File: src/hdl/ios_pkg.sv
// shared constants, types and helpers for the io space block
// assumes one 20 MHz clock and a synchronous active-high reset
`default_nettype none
package ios_pkg;
  localparam int IO_AW = 6;
  localparam int IO_SPACE = 64;
  localparam logic [7:0] IO_LAST = 8'h3F;
  localparam logic [7:0] BIT_LAST = 8'h1F;
  localparam logic [7:0] IO_MEM_BASE = 8'h20;
  localparam logic [7:0] IO_MEM_LAST = 8'h5F;
  // io offsets
  localparam logic [5:0] REG_BAUD_RATE_HIGH = 6'h03;
  localparam logic [5:0] REG_CONV_RESULT_LOW = 6'h04;
  localparam logic [5:0] REG_CONV_RESULT_HIGH = 6'h05;
  localparam logic [5:0] REG_CONV_CONTROL_STATUS = 6'h06;
  localparam logic [5:0] REG_CONV_CHANNEL_SELECT = 6'h07;
  localparam logic [5:0] REG_COMPARATOR_CONTROL_STATUS = 6'h08;
  localparam logic [5:0] REG_BAUD_RATE_LOW = 6'h09;
  localparam logic [5:0] REG_SERIAL_CONTROL_B = 6'h0A;
  localparam logic [5:0] REG_SERIAL_STATUS_A = 6'h0B;
  localparam logic [5:0] REG_SERIAL_DATA = 6'h0C;
  localparam logic [5:0] REG_SYNC_SERIAL_CONTROL = 6'h0D;
  localparam logic [5:0] REG_SYNC_SERIAL_STATUS = 6'h0E;
  localparam logic [5:0] REG_SYNC_SERIAL_DATA = 6'h0F;
  localparam logic [5:0] REG_PORT_D_INPUTS = 6'h10;
  localparam logic [5:0] REG_PORT_D_DIRECTION = 6'h11;
  localparam logic [5:0] REG_PORT_D_OUTPUT = 6'h12;
  localparam logic [5:0] REG_PORT_C_INPUTS = 6'h13;
  localparam logic [5:0] REG_PORT_C_DIRECTION = 6'h14;
  localparam logic [5:0] REG_PORT_C_OUTPUT = 6'h15;
  localparam logic [5:0] REG_PORT_B_INPUTS = 6'h16;
  localparam logic [5:0] REG_PORT_B_DIRECTION = 6'h17;
  localparam logic [5:0] REG_PORT_B_OUTPUT = 6'h18;
  localparam logic [5:0] REG_NVM_CONTROL = 6'h1C;
  localparam logic [5:0] REG_NVM_DATA = 6'h1D;
  localparam logic [5:0] REG_NVM_ADDRESS = 6'h1E;
  localparam logic [5:0] REG_WATCHDOG_CONTROL = 6'h21;
  localparam logic [5:0] REG_CAPTURE_VALUE_LOW = 6'h26;
  localparam logic [5:0] REG_CAPTURE_VALUE_HIGH = 6'h27;
  localparam logic [5:0] REG_COMPARE_VALUE_LOW = 6'h2A;
  localparam logic [5:0] REG_COMPARE_VALUE_HIGH = 6'h2B;
  localparam logic [5:0] REG_WIDE_COUNTER_LOW = 6'h2C;
  localparam logic [5:0] REG_WIDE_COUNTER_HIGH = 6'h2D;
  localparam logic [5:0] REG_WIDE_COUNTER_CONTROL_B = 6'h2E;
  localparam logic [5:0] REG_WIDE_COUNTER_CONTROL_A = 6'h2F;
  localparam logic [5:0] REG_BYTE_COUNTER_VALUE = 6'h32;
  localparam logic [5:0] REG_BYTE_COUNTER_CONTROL = 6'h33;
  localparam logic [5:0] REG_RESET_CAUSE_STATUS = 6'h34;
  localparam logic [5:0] REG_CPU_GENERAL_CONTROL = 6'h35;
  localparam logic [5:0] REG_TIMER_IRQ_FLAGS = 6'h38;
  localparam logic [5:0] REG_TIMER_IRQ_MASK = 6'h39;
  localparam logic [5:0] REG_EXTERNAL_IRQ_FLAGS = 6'h3A;
  localparam logic [5:0] REG_EXTERNAL_IRQ_MASK = 6'h3B;
  localparam logic [5:0] REG_STACK_TOP_POINTER = 6'h3D;
  localparam logic [5:0] REG_PROCESSOR_FLAGS = 6'h3F;
  // one bit per io offset: present, read-only, write-one-to-clear
  localparam logic [63:0] MAP_MASK = 64'hAF3C_FCC2_71FF_FFF8;
  localparam logic [63:0] RO_MASK = 64'h0000_00C0_0049_0030;
  localparam logic [63:0] W1C_MASK = 64'h0500_0000_0000_0000;
  localparam logic [7:0] IO_RESET = 8'h00;
  // processor_flags bit positions
  localparam int FL_I = 7;
  localparam int FL_T = 6;
  localparam int FL_H = 5;
  localparam int FL_S = 4;
  localparam int FL_V = 3;
  localparam int FL_N = 2;
  localparam int FL_Z = 1;
  localparam int FL_C = 0;
  // controller register map and fields
  localparam logic [2:0] HR_CMD = 3'h0;
  localparam logic [2:0] HR_ADDR = 3'h1;
  localparam logic [2:0] HR_DATA = 3'h2;
  localparam logic [2:0] HR_ALU = 3'h3;
  localparam logic [2:0] HR_RESULT = 3'h4;
  localparam logic [2:0] HR_STATUS = 3'h5;
  localparam int CMD_BIT_LSB = 4;
  localparam int ST_BUSY = 0;
  localparam int ST_SKIP = 1;
  localparam int ST_ERR = 2;
  localparam int ST_TOUT = 3;
  localparam int ST_DONE = 4;
  localparam int ALU_C = 0;
  localparam int ALU_H = 1;
  localparam int ALU_V = 2;
  localparam int ALU_T = 3;

  typedef enum logic [3:0] {
    io_read_op = 4'h0,
    io_write_op = 4'h1,
    mem_read_op = 4'h2,
    mem_write_op = 4'h3,
    set_io_bit_op = 4'h4,
    clear_io_bit_op = 4'h5,
    skip_if_io_bit_set_op = 4'h6,
    skip_if_io_bit_clear_op = 4'h7,
    reg_bit_save_op = 4'h8,
    reg_bit_restore_op = 4'h9,
    alu_flags_op = 4'hA,
    interrupt_take_op = 4'hB,
    interrupt_return_op = 4'hC
  } ios_op_e;

  function automatic logic ios_mem_hits_io(input logic [7:0] a);
    return (a >= IO_MEM_BASE) && (a <= IO_MEM_LAST);
  endfunction

  function automatic logic [5:0] ios_io_of_mem(input logic [7:0] a);
    logic [7:0] d;
    d = a - IO_MEM_BASE;
    return d[5:0];
  endfunction

  function automatic logic [7:0] ios_bit_mask(input logic [2:0] n);
    return 8'h01 << n;
  endfunction
endpackage
`default_nettype wire

File: src/hdl/ios_link.sv
// link between the processor core end and the io space end
// assumes both ends on CLK; one request, answer exactly one cycle later
`default_nettype none
interface ios_link;
  import ios_pkg::*;
  logic req;
  ios_op_e op;
  logic [7:0] addr;
  logic [7:0] wdata;
  logic [2:0] bitn;
  logic cin;
  logic hin;
  logic vin;
  logic tin;
  logic ack;
  logic [7:0] rdata;
  logic skip;
  logic tout;
  logic err;
  modport core (
    output req, op, addr, wdata, bitn, cin, hin, vin, tin,
    input ack, rdata, skip, tout, err
  );
  modport dev (
    input req, op, addr, wdata, bitn, cin, hin, vin, tin,
    output ack, rdata, skip, tout, err
  );
endinterface
`default_nettype wire

File: src/hdl/ios_flags.sv
// processor_flags register with its hardware update paths
// assumes one update source per cycle, chosen by the io space end
`default_nettype none
module ios_flags
  import ios_pkg::*;
(
  // clock and reset
  input wire logic clk,
  input wire logic rst,
  // updates
  input wire logic wr_en,
  input wire logic [7:0] wr_data,
  input wire logic alu_en,
  input wire logic [7:0] res,
  input wire logic cin,
  input wire logic hin,
  input wire logic vin,
  input wire logic tsave_en,
  input wire logic tin,
  input wire logic int_take,
  input wire logic int_ret,
  // state
  output logic [7:0] flags
);
  logic n_new;
  logic v_new;

  always_comb
  begin
    n_new = flags[FL_N];
    v_new = flags[FL_V];
    if (wr_en)
    begin
      n_new = wr_data[FL_N];
      v_new = wr_data[FL_V];
    end
    else if (alu_en)
    begin
      n_new = res[7];
      v_new = vin;
    end
  end

  always_ff @(posedge clk)
  begin
    if (rst)
      flags <= IO_RESET;
    else
    begin
      if (wr_en)
        flags <= wr_data;
      else if (alu_en)
      begin
        flags[FL_H] <= hin;
        flags[FL_Z] <= (res == 8'h00);
        flags[FL_C] <= cin;
      end
      else if (tsave_en)
        flags[FL_T] <= tin;
      else if (int_take)
        flags[FL_I] <= 1'b0;
      else if (int_ret)
        flags[FL_I] <= 1'b1;
      flags[FL_N] <= n_new;
      flags[FL_V] <= v_new;
      flags[FL_S] <= n_new ^ v_new;
    end
  end
endmodule
`default_nettype wire

File: src/hdl/ios_device.sv
// io space end: 43 peripheral registers and processor_flags within 64 io offsets
// assumes the core end on the same clock issues one request at a time
// Contract
// - io moves carry a byte to a register
// - io move addresses stay within 0x00..0x3F
// - data address equals io address plus 0x20
// - bit set and clear only below 0x20
// - bit skip tests below 0x20
// - some flags clear by writing one
// - bit set or clear rewrites whole register
// - software writes reserved bits as zero
// - software never writes unused io addresses
// - processor flags live at io 0x3F
// - bit 7 clear blocks every interrupt
// - interrupt clears enable, return sets it
// - bit 6 holds the saved register bit
// - bit 5 records low nibble carry
// - bit 4 equals negative xor overflow
// - bit 3 records two's complement overflow
// - bit 2 records negative result
// - bit 1 records zero result
// - bit 0 records carry
// - flags never saved around interrupts
// - stack pointer, 8 bits, io 0x3D
`default_nettype none
module ios_device
  import ios_pkg::*;
(
  // clock and reset
  input wire logic CLK,
  input wire logic RST,
  // core link
  ios_link.dev LINK,
  // pins, synchronised here
  input wire logic [7:0] PIN_B,
  input wire logic [7:0] PIN_C,
  input wire logic [7:0] PIN_D,
  // peripheral values on CLK
  input wire logic [15:0] CONV_RESULT,
  input wire logic [15:0] CAPTURE_VALUE,
  input wire logic [7:0] TIMER_FLAG_SET,
  input wire logic [7:0] EXT_FLAG_SET,
  input wire logic IRQ_PENDING,
  // state out
  output logic [7:0] FLAGS,
  output logic [7:0] STACK_PTR,
  output logic INT_REQ,
  output logic [7:0] PORT_B_OUT,
  output logic [7:0] PORT_B_DIR,
  output logic [7:0] PORT_C_OUT,
  output logic [7:0] PORT_C_DIR,
  output logic [7:0] PORT_D_OUT,
  output logic [7:0] PORT_D_DIR
);
  logic [7:0] io_mem [IO_SPACE];
  logic [2:0][7:0] pin_meta;
  logic [2:0][7:0] pin_sync;
  logic [7:0] flags;
  logic is_mem;
  logic is_bit;
  logic is_wr;
  logic addr_ok;
  logic bad;
  logic do_wr;
  logic [5:0] a6;
  logic [7:0] cur;
  logic [7:0] wval;
  logic [7:0] bmask;
  logic go;

  assign go = LINK.req;
  assign bmask = ios_bit_mask(LINK.bitn);

  always_ff @(posedge CLK)
  begin
    if (RST)
    begin
      pin_meta <= '0;
      pin_sync <= '0;
    end
    else
    begin
      pin_meta <= {PIN_D, PIN_C, PIN_B};
      pin_sync <= pin_meta;
    end
  end

  // address decode
  always_comb
  begin
    is_mem = LINK.op inside {mem_read_op, mem_write_op};
    is_bit = LINK.op inside {set_io_bit_op, clear_io_bit_op,
      skip_if_io_bit_set_op, skip_if_io_bit_clear_op};
    is_wr = LINK.op inside {io_write_op, mem_write_op, set_io_bit_op,
      clear_io_bit_op};
    if (is_mem)
    begin
      a6 = ios_io_of_mem(LINK.addr);
      addr_ok = ios_mem_hits_io(LINK.addr);
    end
    else
    begin
      a6 = LINK.addr[IO_AW-1:0];
      addr_ok = LINK.addr <= IO_LAST;
    end
    if (is_bit && (LINK.addr > BIT_LAST))
      addr_ok = 1'b0;
  end

  // read view of the addressed register
  always_comb
  begin
    cur = MAP_MASK[a6] ? io_mem[a6] : IO_RESET;
    unique case (a6)
      REG_PORT_B_INPUTS: cur = pin_sync[0];
      REG_PORT_C_INPUTS: cur = pin_sync[1];
      REG_PORT_D_INPUTS: cur = pin_sync[2];
      REG_CONV_RESULT_LOW: cur = CONV_RESULT[7:0];
      REG_CONV_RESULT_HIGH: cur = CONV_RESULT[15:8];
      REG_CAPTURE_VALUE_LOW: cur = CAPTURE_VALUE[7:0];
      REG_CAPTURE_VALUE_HIGH: cur = CAPTURE_VALUE[15:8];
      REG_PROCESSOR_FLAGS: cur = flags;
      default: ;
    endcase
  end

  // value written back, whole register for bit ops
  always_comb
  begin
    unique case (LINK.op)
      set_io_bit_op: wval = cur | bmask;
      clear_io_bit_op: wval = cur & ~bmask;
      default: wval = LINK.wdata;
    endcase
  end

  always_comb
  begin
    bad = 1'b0;
    if (is_mem || is_bit || LINK.op inside {io_read_op, io_write_op})
      bad = !addr_ok;
    if (LINK.op == interrupt_take_op)
      bad = !flags[FL_I];
    do_wr = go && is_wr && !bad && MAP_MASK[a6] && !RO_MASK[a6];
  end

  // peripheral register storage
  always_ff @(posedge CLK)
  begin
    if (RST)
    begin
      for (int i = 0; i < IO_SPACE; i++)
        io_mem[i] <= IO_RESET;
    end
    else
    begin
      for (int i = 0; i < IO_SPACE; i++)
      begin
        if (W1C_MASK[i])
        begin
          // set pulse wins over a same-cycle clear
          io_mem[i] <= (io_mem[i] & ~((do_wr && (a6 == i)) ? wval : 8'h00))
            | ((i == REG_TIMER_IRQ_FLAGS) ? TIMER_FLAG_SET : EXT_FLAG_SET);
        end
        else if (do_wr && (a6 == i) && (i != REG_PROCESSOR_FLAGS))
          io_mem[i] <= wval;
      end
    end
  end

  ios_flags u_flags (
    .clk(CLK),
    .rst(RST),
    .wr_en(do_wr && (a6 == REG_PROCESSOR_FLAGS)),
    .wr_data(wval),
    .alu_en(go && (LINK.op == alu_flags_op)),
    .res(LINK.wdata),
    .cin(LINK.cin),
    .hin(LINK.hin),
    .vin(LINK.vin),
    .tsave_en(go && (LINK.op == reg_bit_save_op)),
    .tin(LINK.tin),
    .int_take(go && !bad && (LINK.op == interrupt_take_op)),
    .int_ret(go && (LINK.op == interrupt_return_op)),
    .flags(flags)
  );
  // interrupt entry and return touch only the enable bit

  // answer, one cycle after the request
  always_ff @(posedge CLK)
  begin
    if (RST)
    begin
      LINK.ack <= 1'b0;
      LINK.rdata <= IO_RESET;
      LINK.skip <= 1'b0;
      LINK.tout <= 1'b0;
      LINK.err <= 1'b0;
    end
    else
    begin
      LINK.ack <= go;
      LINK.err <= go && bad;
      LINK.tout <= flags[FL_T];
      LINK.skip <= 1'b0;
      LINK.rdata <= IO_RESET;
      if (go && !bad)
      begin
        if (LINK.op == skip_if_io_bit_set_op)
          LINK.skip <= (cur & bmask) != 8'h00;
        if (LINK.op == skip_if_io_bit_clear_op)
          LINK.skip <= (cur & bmask) == 8'h00;
        if (LINK.op inside {io_read_op, mem_read_op})
          LINK.rdata <= cur;
        if (LINK.op == reg_bit_restore_op)
          LINK.rdata <= flags[FL_T] ? (LINK.wdata | bmask)
            : (LINK.wdata & ~bmask);
      end
    end
  end

  always_ff @(posedge CLK)
  begin
    if (RST)
      INT_REQ <= 1'b0;
    else
      INT_REQ <= flags[FL_I] && IRQ_PENDING;
  end

  assign FLAGS = flags;
  assign STACK_PTR = io_mem[REG_STACK_TOP_POINTER];
  assign PORT_B_OUT = io_mem[REG_PORT_B_OUTPUT];
  assign PORT_B_DIR = io_mem[REG_PORT_B_DIRECTION];
  assign PORT_C_OUT = io_mem[REG_PORT_C_OUTPUT];
  assign PORT_C_DIR = io_mem[REG_PORT_C_DIRECTION];
  assign PORT_D_OUT = io_mem[REG_PORT_D_OUTPUT];
  assign PORT_D_DIR = io_mem[REG_PORT_D_DIRECTION];
endmodule
`default_nettype wire

File: src/flat_wrapper.sv
// flat-port wrapper written by rule: the top's interface ports become plain ports
module ios_device_flat import ios_pkg::*;
  (CLK, RST, PIN_B, PIN_C, PIN_D, CONV_RESULT, CAPTURE_VALUE, TIMER_FLAG_SET, EXT_FLAG_SET, IRQ_PENDING, FLAGS, STACK_PTR, INT_REQ, PORT_B_OUT, PORT_B_DIR, PORT_C_OUT, PORT_C_DIR, PORT_D_OUT, PORT_D_DIR, LINK_req, LINK_op, LINK_addr, LINK_wdata, LINK_bitn, LINK_cin, LINK_hin, LINK_vin, LINK_tin, LINK_ack, LINK_rdata, LINK_skip, LINK_tout, LINK_err);
  ios_link LINK_i ();
  input wire logic CLK;
  input wire logic RST;
  input wire logic [7:0] PIN_B;
  input wire logic [7:0] PIN_C;
  input wire logic [7:0] PIN_D;
  input wire logic [15:0] CONV_RESULT;
  input wire logic [15:0] CAPTURE_VALUE;
  input wire logic [7:0] TIMER_FLAG_SET;
  input wire logic [7:0] EXT_FLAG_SET;
  input wire logic IRQ_PENDING;
  output logic [7:0] FLAGS;
  output logic [7:0] STACK_PTR;
  output logic INT_REQ;
  output logic [7:0] PORT_B_OUT;
  output logic [7:0] PORT_B_DIR;
  output logic [7:0] PORT_C_OUT;
  output logic [7:0] PORT_C_DIR;
  output logic [7:0] PORT_D_OUT;
  output logic [7:0] PORT_D_DIR;
  input wire logic [$bits(LINK_i.req)-1:0] LINK_req;
  input wire logic [$bits(LINK_i.op)-1:0] LINK_op;
  input wire logic [$bits(LINK_i.addr)-1:0] LINK_addr;
  input wire logic [$bits(LINK_i.wdata)-1:0] LINK_wdata;
  input wire logic [$bits(LINK_i.bitn)-1:0] LINK_bitn;
  input wire logic [$bits(LINK_i.cin)-1:0] LINK_cin;
  input wire logic [$bits(LINK_i.hin)-1:0] LINK_hin;
  input wire logic [$bits(LINK_i.vin)-1:0] LINK_vin;
  input wire logic [$bits(LINK_i.tin)-1:0] LINK_tin;
  output wire logic [$bits(LINK_i.ack)-1:0] LINK_ack;
  output wire logic [$bits(LINK_i.rdata)-1:0] LINK_rdata;
  output wire logic [$bits(LINK_i.skip)-1:0] LINK_skip;
  output wire logic [$bits(LINK_i.tout)-1:0] LINK_tout;
  output wire logic [$bits(LINK_i.err)-1:0] LINK_err;
  assign LINK_i.req = LINK_req;
  assign LINK_i.op = LINK_op;
  assign LINK_i.addr = LINK_addr;
  assign LINK_i.wdata = LINK_wdata;
  assign LINK_i.bitn = LINK_bitn;
  assign LINK_i.cin = LINK_cin;
  assign LINK_i.hin = LINK_hin;
  assign LINK_i.vin = LINK_vin;
  assign LINK_i.tin = LINK_tin;
  assign LINK_ack = LINK_i.ack;
  assign LINK_rdata = LINK_i.rdata;
  assign LINK_skip = LINK_i.skip;
  assign LINK_tout = LINK_i.tout;
  assign LINK_err = LINK_i.err;
  ios_device u_core (.CLK(CLK), .RST(RST), .LINK(LINK_i), .PIN_B(PIN_B), .PIN_C(PIN_C), .PIN_D(PIN_D), .CONV_RESULT(CONV_RESULT), .CAPTURE_VALUE(CAPTURE_VALUE), .TIMER_FLAG_SET(TIMER_FLAG_SET), .EXT_FLAG_SET(EXT_FLAG_SET), .IRQ_PENDING(IRQ_PENDING), .FLAGS(FLAGS), .STACK_PTR(STACK_PTR), .INT_REQ(INT_REQ), .PORT_B_OUT(PORT_B_OUT), .PORT_B_DIR(PORT_B_DIR), .PORT_C_OUT(PORT_C_OUT), .PORT_C_DIR(PORT_C_DIR), .PORT_D_OUT(PORT_D_OUT), .PORT_D_DIR(PORT_D_DIR));
endmodule
File: config.mk
export PLATFORM = sky130hd
export DESIGN_NAME = ios_device_flat
export DESIGN_NICKNAME = d
export VERILOG_FILES = /design/src/hdl/ios_pkg.sv /design/src/hdl/ios_link.sv /design/src/hdl/ios_flags.sv /design/src/hdl/ios_device.sv /design/src/flat_wrapper.sv
export SDC_FILE = /design/constraint.sdc
export NUM_CORES = 1
export LEC_CHECK = 0
export BUFFER_PORTS_ARGS = -buffer_cell sky130_fd_sc_hd__buf_2
export CELL_PAD_IN_SITES_DETAIL_PLACEMENT = 1
export CELL_PAD_IN_SITES_GLOBAL_PLACEMENT = 1
export CORE_ASPECT_RATIO = 1.2
export CORE_MARGIN = 10
export CORE_UTILIZATION = 25
export CTS_CLUSTER_DIAMETER = 100
export CTS_CLUSTER_SIZE = 30
export DETAILED_ROUTE_END_ITERATION = 10
export PLACE_DENSITY = 0.55
export RECOVER_POWER = 100
export REMOVE_ABC_BUFFERS = 1
export SLEW_MARGIN = 5
export SYNTH_ARGS = -nofsm -noshare
export SYNTH_HDL_FRONTEND = slang
export SYNTH_SLANG_ARGS = --single-unit
File: constraint.sdc
create_clock -name CLK -period 4.29 [get_ports CLK]
set_clock_uncertainty 0.2 [all_clocks]
set_input_delay 0.2145 -clock CLK [delete_from_list [all_inputs] [get_ports CLK]]
set_output_delay 0.2145 -clock CLK [all_outputs]
set_load 0.01 [all_outputs]
### Word level (Yosys, flattened, before mapping)

Memories as Yosys holds them, arrays and structs flattened.
Cells that the tools add are included.

* output and inout port bits: 77
* memories: 3
* flip-flop bits (word level): 69
* logic and storage cells: 558
* bits in read-only memories: 128
* bits of input ports: 103
* RAM bits: 512

* add/sub/neg operators: 1
* eq/ne operators: 77
* muxes and demuxes: 279
* shifts and indexed selects: 1
* reduce and logical (&&, ||, !) cells: 99
* bitwise operators: 77
* order comparisons: 5

Memories
* u_core.io_mem: depth 64, bits a word 8, read ports 10, clocked after memory_dff 0, wr ports 64, RTL line ios_device.sv:55 `logic [7:0] io_mem [IO_SPACE];`
* (name not given): depth 64, bits a word 1, read ports 1, clocked after memory_dff 0, wr ports 0, RTL line ios_device.sv:113 `cur = MAP_MASK[a6] ? io_mem[a6] : IO_RESET;`
* (name not given): depth 64, bits a word 1, read ports 1, clocked after memory_dff 0, wr ports 0, RTL line ios_device.sv:144 `do_wr = go && is_wr && !bad && MAP_MASK[a6] && !RO_MASK[a6];`

Operators by type and width (number)
* 8-bit 2-to-1 mux: 69
* 1-bit 2-to-1 mux: 203
* 6-bit equality test (second input constant): 32
* 6-bit by 5-bit equality test with 1-bit output (second input constant): 16
* 1-bit logical AND: 77
* 8-bit one-hot mux with 8 select lines: 1
* 1-bit OR: 63
* 6-bit by 4-bit equality test with 1-bit output (second input constant): 8
* 8-bit bitwise AND: 5
* 8-bit OR: 4
* 6-bit by 3-bit equality test with 1-bit output (second input constant): 4
* 8-bit inverter: 3
* 4-bit equality test (second input constant): 5
* 4-bit by 3-bit equality test with 1-bit output (second input constant): 4
* 8-bit logical NOT: 2
* 8-bit one-hot mux with 2 select lines: 1
* 6-bit by 2-bit equality test with 1-bit output (second input constant): 2
* 2-bit nonzero test: 5
* 4-bit by 2-bit equality test with 1-bit output (second input constant): 2
* 8-bit by 6-bit >= comparator with 1-bit output (second input constant): 1
* 8-bit by 5-bit > comparator with 1-bit output (second input constant): 1
* 8-bit by 6-bit <= comparator with 1-bit output (second input constant): 1
* 8-bit by 7-bit <= comparator with 1-bit output (second input constant): 1
* 4-bit nonzero test: 2
* other kinds (20): 27

### Depth between registers and ports, before layout

Gate-level depths: netlist (run 1).

* depth after elaboration: 17
* depth in mapped cells: 20
* mapped depth without buffers: 11

### By module

A second synthesis (run 1) with hierarchy kept.

* cells, all modules: 1931
* area, all modules: 25490.7 sq um

Modules (own cells, without submodules)
* ios_device: sequential area each 16195.5 sq um, times used 1, area an instance 25034.0 sq um, cells an instance 1885
* ios_flags: sequential area each 160.2 sq um, times used 1, area an instance 456.7 sq um, cells an instance 46

### Worst setup path before layout (run 1)

No wires, ideal clock.

* path type: input port to flip-flop
* start: in LINK_addr[0]
* end: mem u_core.io_mem[14][0] (enable)
* cell stages on the path: 16
* required time: 3715 ps
* path buffers: 8
* path slack: 376 ps
* setup time: 375 ps
* arrival time: 3339 ps
* cells stage by stage: buf_6 -> buf_12 -> buf_12 -> buf_8 -> buf_6 -> inv_2 -> ha_1 -> clkbuf_1 -> nor2b_1 -> a211oi_1 -> a2111o_1 -> a221oi_2 -> nand3_1 -> buf_2 -> buf_1 -> o21bai_1

RTL lines
* start, declared: RTL line flat_wrapper.sv:26 `input wire logic [$bits(LINK_i.addr)-1:0] LINK_addr;`
* end, declared: RTL line ios_device.sv:55

==> results of run 1 <==
worst max-delay path by stage:
| stage | from | end | slack, ps | depth (start not counted) |
|---|---|---|---|---|
| 2_1_floorplan | LINK_op[1] | u_core.io_mem[0][0] | -1120 | 4 |
| 3_5_place_dp | LINK_addr[1] | u_core.io_mem[44][3] | -220 | 13 |
| 6_report | LINK_addr[3] | u_core.io_mem[61][3] | 190 | 12 |
| 3_3_place_gp | LINK_addr[1] | u_core.io_mem[46][3] | -220 | 13 |
| 5_1_grt | LINK_op[1] | u_core.io_mem[31][4] | 130 | 11 |
| 4_1_cts | u_core.io_mem[0][3] | u_core.io_mem[61][3] | 390 | 10 |
sequential cells by signal, summed over array words and instances (netlist names):
name and flops:
u_core.LINK.skip 1, u_core.LINK.tout 1, u_core.u_flags.flags 8, u_core.LINK.err 1, u_core.LINK.ack 1, u_core.pin_sync 24
u_core.LINK.rdata 8, u_core.io_mem 504, u_core.INT_REQ 1, u_core.pin_meta 24
worst register-to-register path, cell delays in order (launching register included):
cell and delay [ps]:
edfxtp_1 380, mux4_2 500, a221oi_1 310, clkbuf_1 320, o31ai_1 160, nand4_1 190
nand4_1 190, o21a_1 220, a21oi_1 210, or2_0 150, clkbuf_1 500, clkbuf_2 340
nor3_1 90
kinds of logic (layout without fill, tap and decap cells):
group / after synthesis / after routing / synth area share, %
AND/OR/NAND/NOR: 619 / 619 / 12.48
flip-flops: 573 / 573 / 63.40
AO/OA/AOI/OAI: 251 / 251 / 7.173
buffers and inverters: 206 / 496 / 4.370
multiplexers: 169 / 169 / 12.08
adder cells (fa/ha/maj): 8 / 8 / 0.3880
XOR/XNOR: 2 / 2 / 0.09703
other: 1 / 10 / 0.01454
routing by layer:
metal,up-vias,GRT usage (%),part of all wire [%]
li1,7502,-,-
met1,9096,19.01,41
met2,417,27.92,51
met3,121,1.585,3.5
met4,0,5.720,4.0
met5,-,0,0
power by group:
group,total [mW],switching (mW),internal [mW]
Sequential,6.37,0.0809,6.29
Clock,2.77,1.75,1.02
Combinational,1.38,0.879,0.504
placed cells by master, fill, tap and decap left out, types with 64 or more instances in the layout:
| master | n |
|---|---|
| dlygate4sd3_1 | 66 |
| buf_4 | 92 |
| nor2b_1 | 64 |
| dfxtp_1 | 85 |
| nand2_1 | 69 |
| edfxtp_1 | 488 |
| clkbuf_1 | 144 |
| buf_2 | 99 |
| mux4_2 | 113 |
| nor3_1 | 151 |
| nor2_1 | 190 |
cell type report:
cell class | instances | area, sq um
Fill cell | 11190 | 72950
Sequential cell | 573 | 16360
Multi-Input combinational cell | 1057 | 8230
Timing Repair Buffer | 431 | 2799
Tap cell | 1375 | 1720
Clock buffer | 32 | 609.3
Inverter | 30 | 112.6
Clock inverter | 3 | 31.28
Antenna cell | 2 | 5.005
per-stage QoR:
| step | hold WS [ps] | instance area, sq um |
|---|---|---|
| 4_1_cts | 10.42 | 30490 |
| 3_5_place_dp | 229.5 | 29190 |
| 6_report | 45.45 | 29860 |
| 5_1_grt | 50.85 | 29860 |
| 2_1_floorplan | 83.57 | 24810 |
| 3_3_place_gp | 221.0 | 29190 |
==> results.tsv, run 1 <==
stage	metric	value	unit
yosys	#FFs+latches synth	573	
timing	period utilization	95.61	%
drt	drt first-iter violations	1356	
pwr	Pwr Density	352.5	nW/um^2
cts	clock-pin slew on the worst setup and hold paths	110	ps
floorplan	num rows	129	
floorplan	die area	116500	sq um
yosys	Yosys top cell area share	56.80	%
global_routing	Total GRT Usage	15.51	%
placement	GPL Wtd Cong	0.8908	
yosys	Top FF cell, synth	edfxtp_1	
critical_path	slack of the worst reg-to-reg path	280	ps
global_routing	first-pass GRT wire length	133700	um
yosys	part of the Yosys area used for sequential elements	63.40	%
placement	placed wire-length estimate	68430	um
yosys	share of synthesized registers carrying an async set or reset	0	%
cts	number of setup buffers added after CTS	0	
critical_path	R2R cell count	12	
flow_run	max_cap viols	1	
pwr	cell leakage power	10.21	nW
worst_hold_path	cell depth of the worst hold path	5	
yosys	number of flops mapped to enable cells by yosys	488	
critical_path	Crit. End Element	register	
outcome	failing checks	capacitance limit, slew limit	
critical_path	Worst Path Arrival	4160	ps
timing	setup TNS	0	ps
critical_path	CP peak stage delay	910	ps
pwr	maximum VDD drop	0.2726	mV
yosys	count leader, synth	edfxtp_1	
outcome	status	complete, but fails checks	
pwr	total power	10.53	mW
timing	Worst-Margin Slew	2871	ps
yosys	Netlist cell types	89	
global_routing	vias in the first global route	18110	
critical_path	RR Endpoint	u_core.io_mem[19][4]	
finish	Final Util	29.05	%
finish	layout cell share with drive strength beyond 1	18.91	%
critical_path	Buf+Inv Stages, Crit Path	4	
cts	CTS Buf Count	23	
floorplan	I/O pin total	180	
worst_hold_path	Hold Crit Class	in -> reg	
yosys	Post-synth top cells	edfxtp_1 (488), nor2_1 (190), nor3_1 (129)	
timing	RSZ-0062 raised after global routing	false	
floorplan	width of the chip	313.2	um
critical_path	CP max stage cell	nor2_1	
critical_path	Crit path top cell by count	nand2_1	
drt	Post-DRT Antenna Nets	0	
critical_path	worst-path fanout max	27	
timing	Worst Setup Slack, final	188.1	ps
yosys	cell taking the most area after synthesis	edfxtp_1	
cts	Clock Sinks	573	
finish	fin cells	3503	
placement	port bufs	179	
yosys	Gate Count Post-Synth	1829	
cts	H-Tree Depth	1	
timing	fmax	243.8	MHz
worst_hold_path	Hold Crit Start	LINK_bitn[1]	
yosys	Cell Area, Synth	25800	sq um
global_routing	initial antenna violation count	2	
critical_path	Reg2Reg Launch Point	u_core.io_mem[47][4]	
global_routing	grt ovf	0	
drt	# DRC	0	
global_routing	pin count of the biggest net entering global routing	56	
placement	placed cells	3400	
cts	Post-CTS Resized	0	
timing	Slew Limit Fails	56	
yosys	yosys warns	0	
drt	Pre-antenna DRT Iters	5	
cts	CTS tree	built	
critical_path	kind of critical path	in -> reg	
timing	post-layout min period	4102	ps
yosys	top post-synthesis cells by area	edfxtp_1 (57%), mux4_2 (9.9%), dfxtp_1 (6.6%)	
cts	Clk Latency, worst-skew pair	600	ps
timing	Finish-stage setup viols	0	
critical_path	crit start category	primary input	
timing	slew margin rel.	-91.42	%
placement	pre-CTS setup slack	-216.0	ps
critical_path	Crit path required time	4350	ps
cts	hold_buf cts	66	
finish	Area Overhead vs Synth	15.76	%
floorplan	core area	102800	sq um
drt	Post-Route WL	94040	um
floorplan	Initial Utilization	25.09	%
drt	Via Count	17140	
drt	DR vias/cell	4.892	
worst_hold_path	Hold EP	u_core.LINK.rdata[2]	
critical_path	Critical Path, Cell by Cell	clkbuf_2 -> buf_4 -> nor2_1 -> a22oi_1 -> nand4_1 -> nand2_1 -> o41ai_1 -> clkbuf_1 -> nand2_1 -> a31o_2 -> nand2b_2 -> inv_2	
timing	final hold vios	0	
critical_path	Top Family by Delay on Critical Path	simple AND/OR/NAND/NOR gates	
yosys	Avg Cell Area, Syn	14.10	sq um
finish	nets	2227	
cts	clk root buf	clkbuf_16	
cts	CTS Buffer Depth	3	
floorplan	Die Span Y	371.9	um
drt	drt wl/cell	26.85	um
No activity file was read; power rests on OpenSTA's default activity.
==> run 2, diff against run 1 <==
==> constraint.sdc (replaced) <==
create_clock -name CLK -period 3.82 [get_ports CLK]
set_clock_uncertainty 0.2 [all_clocks]
set_input_delay 0.191 -clock CLK [delete_from_list [all_inputs] [get_ports CLK]]
set_output_delay 0.191 -clock CLK [all_outputs]
set_load 0.01 [all_outputs]
==> run 2 against run 1 <==
Net effect: the run still ends with capacitance limit, slew limit left; count of clock-buffer cells in the layout up 6; final cell count up 3.6%; register-to-register slack worse by 100 ps; worst setup slack worse by 15 ps.
==> results.tsv, run 2 (synthesized netlist as in run 1, its figures left out) <==
stage	metric	value	unit
placement	port bufs	179	
critical_path	Critical Path Sink	u_core.io_mem[44][1]	
drt	Post-DRT Antenna Nets	0	
timing	final hold vios	0	
flow_run	max_cap viols	1	
floorplan	Initial Utilization	25.09	%
timing	slew margin rel.	-70.66	%
worst_hold_path	Hold Crit Class	in -> reg	
cts	clock-pin slew on the worst setup and hold paths	120	ps
finish	commonest non-fill, non-tap cell in the layout	edfxtp_1	
timing	post-layout min period	3647	ps
critical_path	Reg2Reg Launch Point	u_core.io_mem[3][3]	
cts	CTS tree	built	
drt	drt first-iter violations	1529	
timing	Finish-stage setup viols	0	
critical_path	Buf+Inv Stages, Crit Path	7	
floorplan	die area	116500	sq um
finish	fin cells	3629	
cts	Clock Sinks	573	
pwr	Pwr Density	394.6	nW/um^2
cts	CTS Buffer Depth	3	
global_routing	Total GRT Usage	16.20	%
placement	placed cell areas	30290	sq um
drt	Pre-antenna DRT Iters	7	
pwr	maximum VDD drop	0.4146	mV
global_routing	grt ovf	0	
finish	nets	2346	
critical_path	worst setup path startpoint	LINK_addr[1]	
timing	fmax	274.2	MHz
drt	# DRC	0	
placement	GPL Wtd Cong	0.8843	
floorplan	Die Span Y	371.9	um
critical_path	worst-path fanout max	23	
floorplan	I/O pin total	180	
drt	Via Count	17760	
outcome	status	complete, but fails checks	
critical_path	CP max stage cell	clkbuf_1	
critical_path	Critical Path, Cell by Cell	buf_4 -> inv_1 -> buf_4 -> ha_1 -> inv_1 -> mux4_2 -> a211o_1 -> a221oi_2 -> buf_6 -> nand3_1 -> clkbuf_2 -> o21bai_1 -> clkbuf_1	
timing	setup TNS	0	ps
finish	Largest Register	u_core.io_mem	
critical_path	Worst Path Arrival	3680	ps
global_routing	first-pass GRT wire length	140000	um
cts	H-Tree Depth	1	
cts	clk root buf	clkbuf_16	
floorplan	num rows	129	
finish	commonest non-fill, non-tap cells in the layout	edfxtp_1 (488), nor2_1 (190), clkbuf_1 (180)	
worst_hold_path	Hold Crit Start	LINK_op[2]	
critical_path	slack of the worst reg-to-reg path	180	ps
critical_path	Crit path required time	3850	ps
timing	period utilization	95.47	%
timing	Slew Limit Fails	98	
pwr	cell leakage power	10.78	nW
cts	Clk Latency, worst-skew pair	620	ps
critical_path	kind of critical path	in -> reg	
outcome	failing checks	capacitance limit, slew limit	
critical_path	Crit. End Element	register	
critical_path	CP peak stage delay	580	ps
drt	DR vias/cell	4.894	
finish	Final Util	30.04	%
finish	# fillers	11240	
timing	RSZ-0062 raised after global routing	false	
floorplan	core area	102800	sq um
finish	layout cell share with drive strength beyond 1	21.79	%
cts	CTS Buf Count	24	
finish	Area Overhead vs Synth	19.74	%
placement	placed wire-length estimate	72270	um
critical_path	R2R cell count	11	
critical_path	RR Endpoint	u_core.io_mem[4][3]	
floorplan	width of the chip	313.2	um
critical_path	Top Family by Delay on Critical Path	buffers and inverters	
placement	placed cells	3515	
timing	Worst-Margin Slew	2560	ps
critical_path	stages on the worst setup path	13	
drt	drt wl/cell	26.97	um
finish	max reg flops	504	
drt	Post-Route WL	97890	um
global_routing	pin count of the biggest net entering global routing	98	
critical_path	crit start category	primary input	
global_routing	vias in the first global route	19200	
finish	post-route cell area	30890	sq um
finish	Top Registers	u_core.io_mem x504, u_core.pin_meta x24, u_core.pin_sync x24	
global_routing	initial antenna violation count	1	
==> run 2: how the worst min path moves through the flow <==
stage                                 to  slack [ps]  depth (start not counted)
global route            u_core.LINK.skip          70                          5
detailed placement    u_core.pin_meta[7]         210                          2
global placement    u_core.io_mem[56][2]         200                          3
finish              u_core.LINK.rdata[7]          80                          5
floorplan           u_core.io_mem[56][4]          60                          1
CTS                 u_core.LINK.rdata[7]          30                          5
==> run 2: layout make-up <==
| type | count | area [sq um] | share of cell area, % |
|---|---|---|---|
| sequential | 573 | 16360 | 52.95 |
| multi-input combinational | 1057 | 8225 | 26.63 |
| timing repair buffer | 549 | 3731 | 12.08 |
| tap | 1375 | 1720 | 5.570 |
| clock buffer | 38 | 674.4 | 2.183 |
| inverter | 30 | 112.6 | 0.3646 |
| clock inverter | 6 | 66.31 | 0.2147 |
| antenna | 1 | 2.502 | 0.008101 |
==> run 2: power by group <==
part	switching [mW]	total (mW)	internal, mW
clock network	2.07	3.35	1.28
logic	1.02	1.68	0.652
registers	0.0957	7.16	7.07
total	3.19	12.2	9.00
==> run 2: what timing repair did <==
item                                    in CTS  in global routing
hold endpoints to repair                    60                  0
setup buffers                                0                  0
endpoints found under the setup margin       0                 10
resized for setup                            0                  4
hold buffers                                69                  0
==> run 2: worst register-to-register path, stage by stage (launching register included) <==
cell and delay [ps]:
edfxtp_1 380, mux4_2 540, a22o_1 280, a221oi_2 300, nor3_1 120, o41ai_2 510, nand2_1 160, a31o_2 330
nand2b_2 100, buf_12 160, clkbuf_1 200, nor3_1 90
==> run 2: metal layers <==
layer | vias up | track usage (%) | routed length, um
met2 | 453 | 29.92 | 51430
met1 | 9442 | 19.45 | 39310
met3 | 122 | 1.774 | 3856
met5 | - | 0 | 0
met4 | 0 | 5.143 | 3287
li1 | 7745 | - | -
==> run 2: metrics by stage <==
| stage | worst slack [ps] | power, mW | hold slack, ps |
|---|---|---|---|
| 5_1_grt | 38.06 | 12.57 | 72.92 |
| 6_report | 173.0 | 12.19 | 76.49 |
| 3_3_place_gp | -220.4 | 8.974 | 203.5 |
| 3_5_place_dp | -238.0 | 9.014 | 209.8 |
| 2_1_floorplan | -1568 | 7.931 | 60.07 |
| 4_1_cts | 92.99 | 12.35 | 25.48 |
==> run 3, diff against run 2 <==
--- a/config.mk
+++ b/config.mk
@@ -11,12 +11,10 @@
 export CORE_ASPECT_RATIO = 1.2
 export CORE_MARGIN = 10
 export CORE_UTILIZATION = 25
-export CTS_CLUSTER_DIAMETER = 100
 export CTS_CLUSTER_SIZE = 30
 export DETAILED_ROUTE_END_ITERATION = 10
 export PLACE_DENSITY = 0.55
 export RECOVER_POWER = 100
-export REMOVE_ABC_BUFFERS = 1
 export SLEW_MARGIN = 5
 export SYNTH_ARGS = -nofsm -noshare
 export SYNTH_HDL_FRONTEND = slang
==> run 3 against run 2 <==
Net effect: the run now ends clean; largest power group unchanged; final cell count increased by 1.3%; register-to-register slack got worse by 60 ps; via count increased by 1.3%; critical path type unchanged; critical path depth increased by 3; highest routed layer unchanged.
==> results.tsv, run 3 (synthesized netlist as in run 1, its figures left out) <==
stage	metric	value	unit
outcome	status	finished, final reports clean	
global_routing	first-pass GRT wire length	140100	um
drt	DR vias/cell	4.896	
pwr	maximum VDD drop	0.3447	mV
finish	Top Registers	u_core.io_mem x504, u_core.pin_meta x24, u_core.pin_sync x24	
critical_path	Crit path top cell by count	buf_4	
timing	final hold slack	16.05	ps
global_routing	grt ovf	0	
floorplan	width of the chip	313.2	um
critical_path	Crit. End Element	register	
finish	nets	2364	
worst_hold_path	Hold EP	u_core.LINK.skip	
finish	Area Overhead vs Synth	23.99	%
critical_path	Buf+Inv Stages, Crit Path	7	
finish	commonest non-fill, non-tap cells in the layout	edfxtp_1 (488), nor2_1 (190), clkbuf_1 (153)	
critical_path	CP max stage cell	nor2b_1	
drt	drt wl/cell	26.37	um
drt	Pre-antenna DRT Iters	5	
timing	post-layout min period	3710	ps
timing	slew margin rel.	25.39	%
finish	# fillers	11110	
cts	CTS Buf Count	58	
critical_path	kind of critical path	in -> reg	
finish	max reg flops	504	
global_routing	pin count of the biggest net entering global routing	70	
global_routing	initial antenna violation count	0	
critical_path	Top Family by Delay on Critical Path	buffers and inverters	
timing	Worst-Margin Slew	1119	ps
placement	placed wire-length estimate	70100	um
drt	drt first-iter violations	1390	
cts	CTS Buffer Depth	3	
finish	layout cell share with drive strength beyond 1	23.64	%
worst_hold_path	Hold Crit Start	LINK_bitn[1]	
floorplan	core area	102800	sq um
finish	post-route cell area	31990	sq um
critical_path	worst-path fanout max	30	
critical_path	Worst Path Arrival	3900	ps
timing	final hold vios	0	
cts	H-Tree Depth	2	
drt	Post-DRT Antenna Nets	0	
cts	clk root buf	clkbuf_16	
critical_path	RR Endpoint	u_core.io_mem[31][1]	
finish	commonest non-fill, non-tap cell in the layout	edfxtp_1	
global_routing	Total GRT Usage	16.21	%
cts	Clk Latency, worst-skew pair	660	ps
pwr	Pwr Density	459.4	nW/um^2
cts	clock-pin slew on the worst setup and hold paths	70	ps
global_routing	vias in the first global route	19370	
finish	Ant. Diodes	0	
timing	Finish-stage setup viols	0	
pwr	cell leakage power	11.33	nW
finish	fin cells	3676	
worst_hold_path	cell depth of the worst hold path	5	
placement	placed cell areas	30070	sq um
worst_hold_path	Hold Crit Class	in -> reg	
critical_path	Reg2Reg Launch Point	u_core.io_mem[17][1]	
timing	Slew Limit Fails	0	
cts	Post-CTS Resized	0	
critical_path	Crit path required time	4010	ps
floorplan	I/O pin total	180	
drt	Post-Route WL	96950	um
floorplan	num rows	129	
critical_path	CP peak stage delay	830	ps
timing	fmax	269.5	MHz
placement	port bufs	179	
cts	CTS tree	built	
finish	Reg area	16360	sq um
finish	Largest Register	u_core.io_mem	
critical_path	R2R cell count	11	
timing	RSZ-0062 raised after global routing	false	
critical_path	Critical Path, Cell by Cell	buf_4 -> buf_12 -> buf_12 -> nor2b_1 -> clkbuf_1 -> nand2_1 -> o21ai_0 -> buf_4 -> a2111oi_0 -> o41ai_2 -> nand2_1 -> a31o_2 -> nand2b_1 -> buf_4 -> clkbuf_4 -> nor3_1	
finish	multi-input logic area	8240	sq um
cts	Clock Sinks	573	
critical_path	crit start category	primary input	
floorplan	Initial Utilization	25.09	%
drt	Via Count	18000	
placement	GPL Wtd Cong	0.8730	
floorplan	Die Span Y	371.9	um
timing	period utilization	97.13	%
placement	placed cells	3488	
critical_path	slack of the worst reg-to-reg path	120	ps
drt	# DRC	0	
flow_run	max_cap viols	0	
floorplan	die area	116500	sq um
==> run 3: cell count changes in the layout (fill, tap and decap cells not counted), moves of 6 or more <==
cell	change
clkbuf_16	+36
clkbuf_1	-27
buf_4	+11
dlygate4sd3_1	+11
clkinv_1	+10
buf_12	-9
clkinv_2	+9
clkbuf_2	-8
bufinv_16	+6
==> run 3: worst reg2reg max path, delay by kind of cell (launching register included) <==
family	cells	cell delay (ps)
compound gates	4	1000
buf+inv	2	700
simple gates	4	550
mux	1	500
flops	1	450
==> run 3: layout make-up <==
type | count | area share (%)
multi-input cells | 1057 | 25.76
flip-flops and latches | 573 | 51.13
clock inverters | 36 | 1.127
inverters | 30 | 0.3520
well taps | 1375 | 5.378
clock buffers | 72 | 4.936
repair buffers | 533 | 11.31
==> run 3: worst max path at each step <==
stage	startpoint	to	slack [ps]	cells after the start
after floorplan	LINK_addr[0]	u_core.io_mem[6][0]	-30	16
after global placement	LINK_addr[3]	u_core.io_mem[57][3]	-340	13
after detailed placement	LINK_addr[1]	u_core.io_mem[57][3]	-370	15
after CTS	u_core.io_mem[2][5]	u_core.io_mem[58][5]	190	10
after global routing	u_core.io_mem[2][5]	u_core.io_mem[56][5]	8	10
final	LINK_addr[1]	u_core.io_mem[30][3]	110	16
==> run 3: per-stage QoR <==
stage          setup TNS, ps  setup slack, ps  total power [mW]  util, %
6_report                   0            109.5             14.70    31.11
5_1_grt                    0            8.392             15.17    31.11
4_1_cts                    0            190.5             14.92    31.91
3_5_place_dp          -22750           -374.7             8.994    29.25
3_3_place_gp          -23990           -338.2             8.964    29.25
2_1_floorplan          -1940           -34.65             8.095        -
==> run 3: routing by layer <==
metal	GRT usage [%]	routed length, um
met5	0	0
met4	6.930	4211
met3	2.456	4445
met2	29.04	49900
met1	19.11	38390
==> run 3: repair_timing <==
action,in CTS,in global routing
hold buffers,80,0
endpoints found under the hold margin,62,0
buffers inserted,0,0
==> run 3: where the power goes <==
part / internal [mW] / switching (mW) / leakage (nW)
registers: 7.08 / 0.0927 / 5.82
clock network: 3.35 / 2.52 / 0.955
logic: 0.644 / 1.02 / 4.56
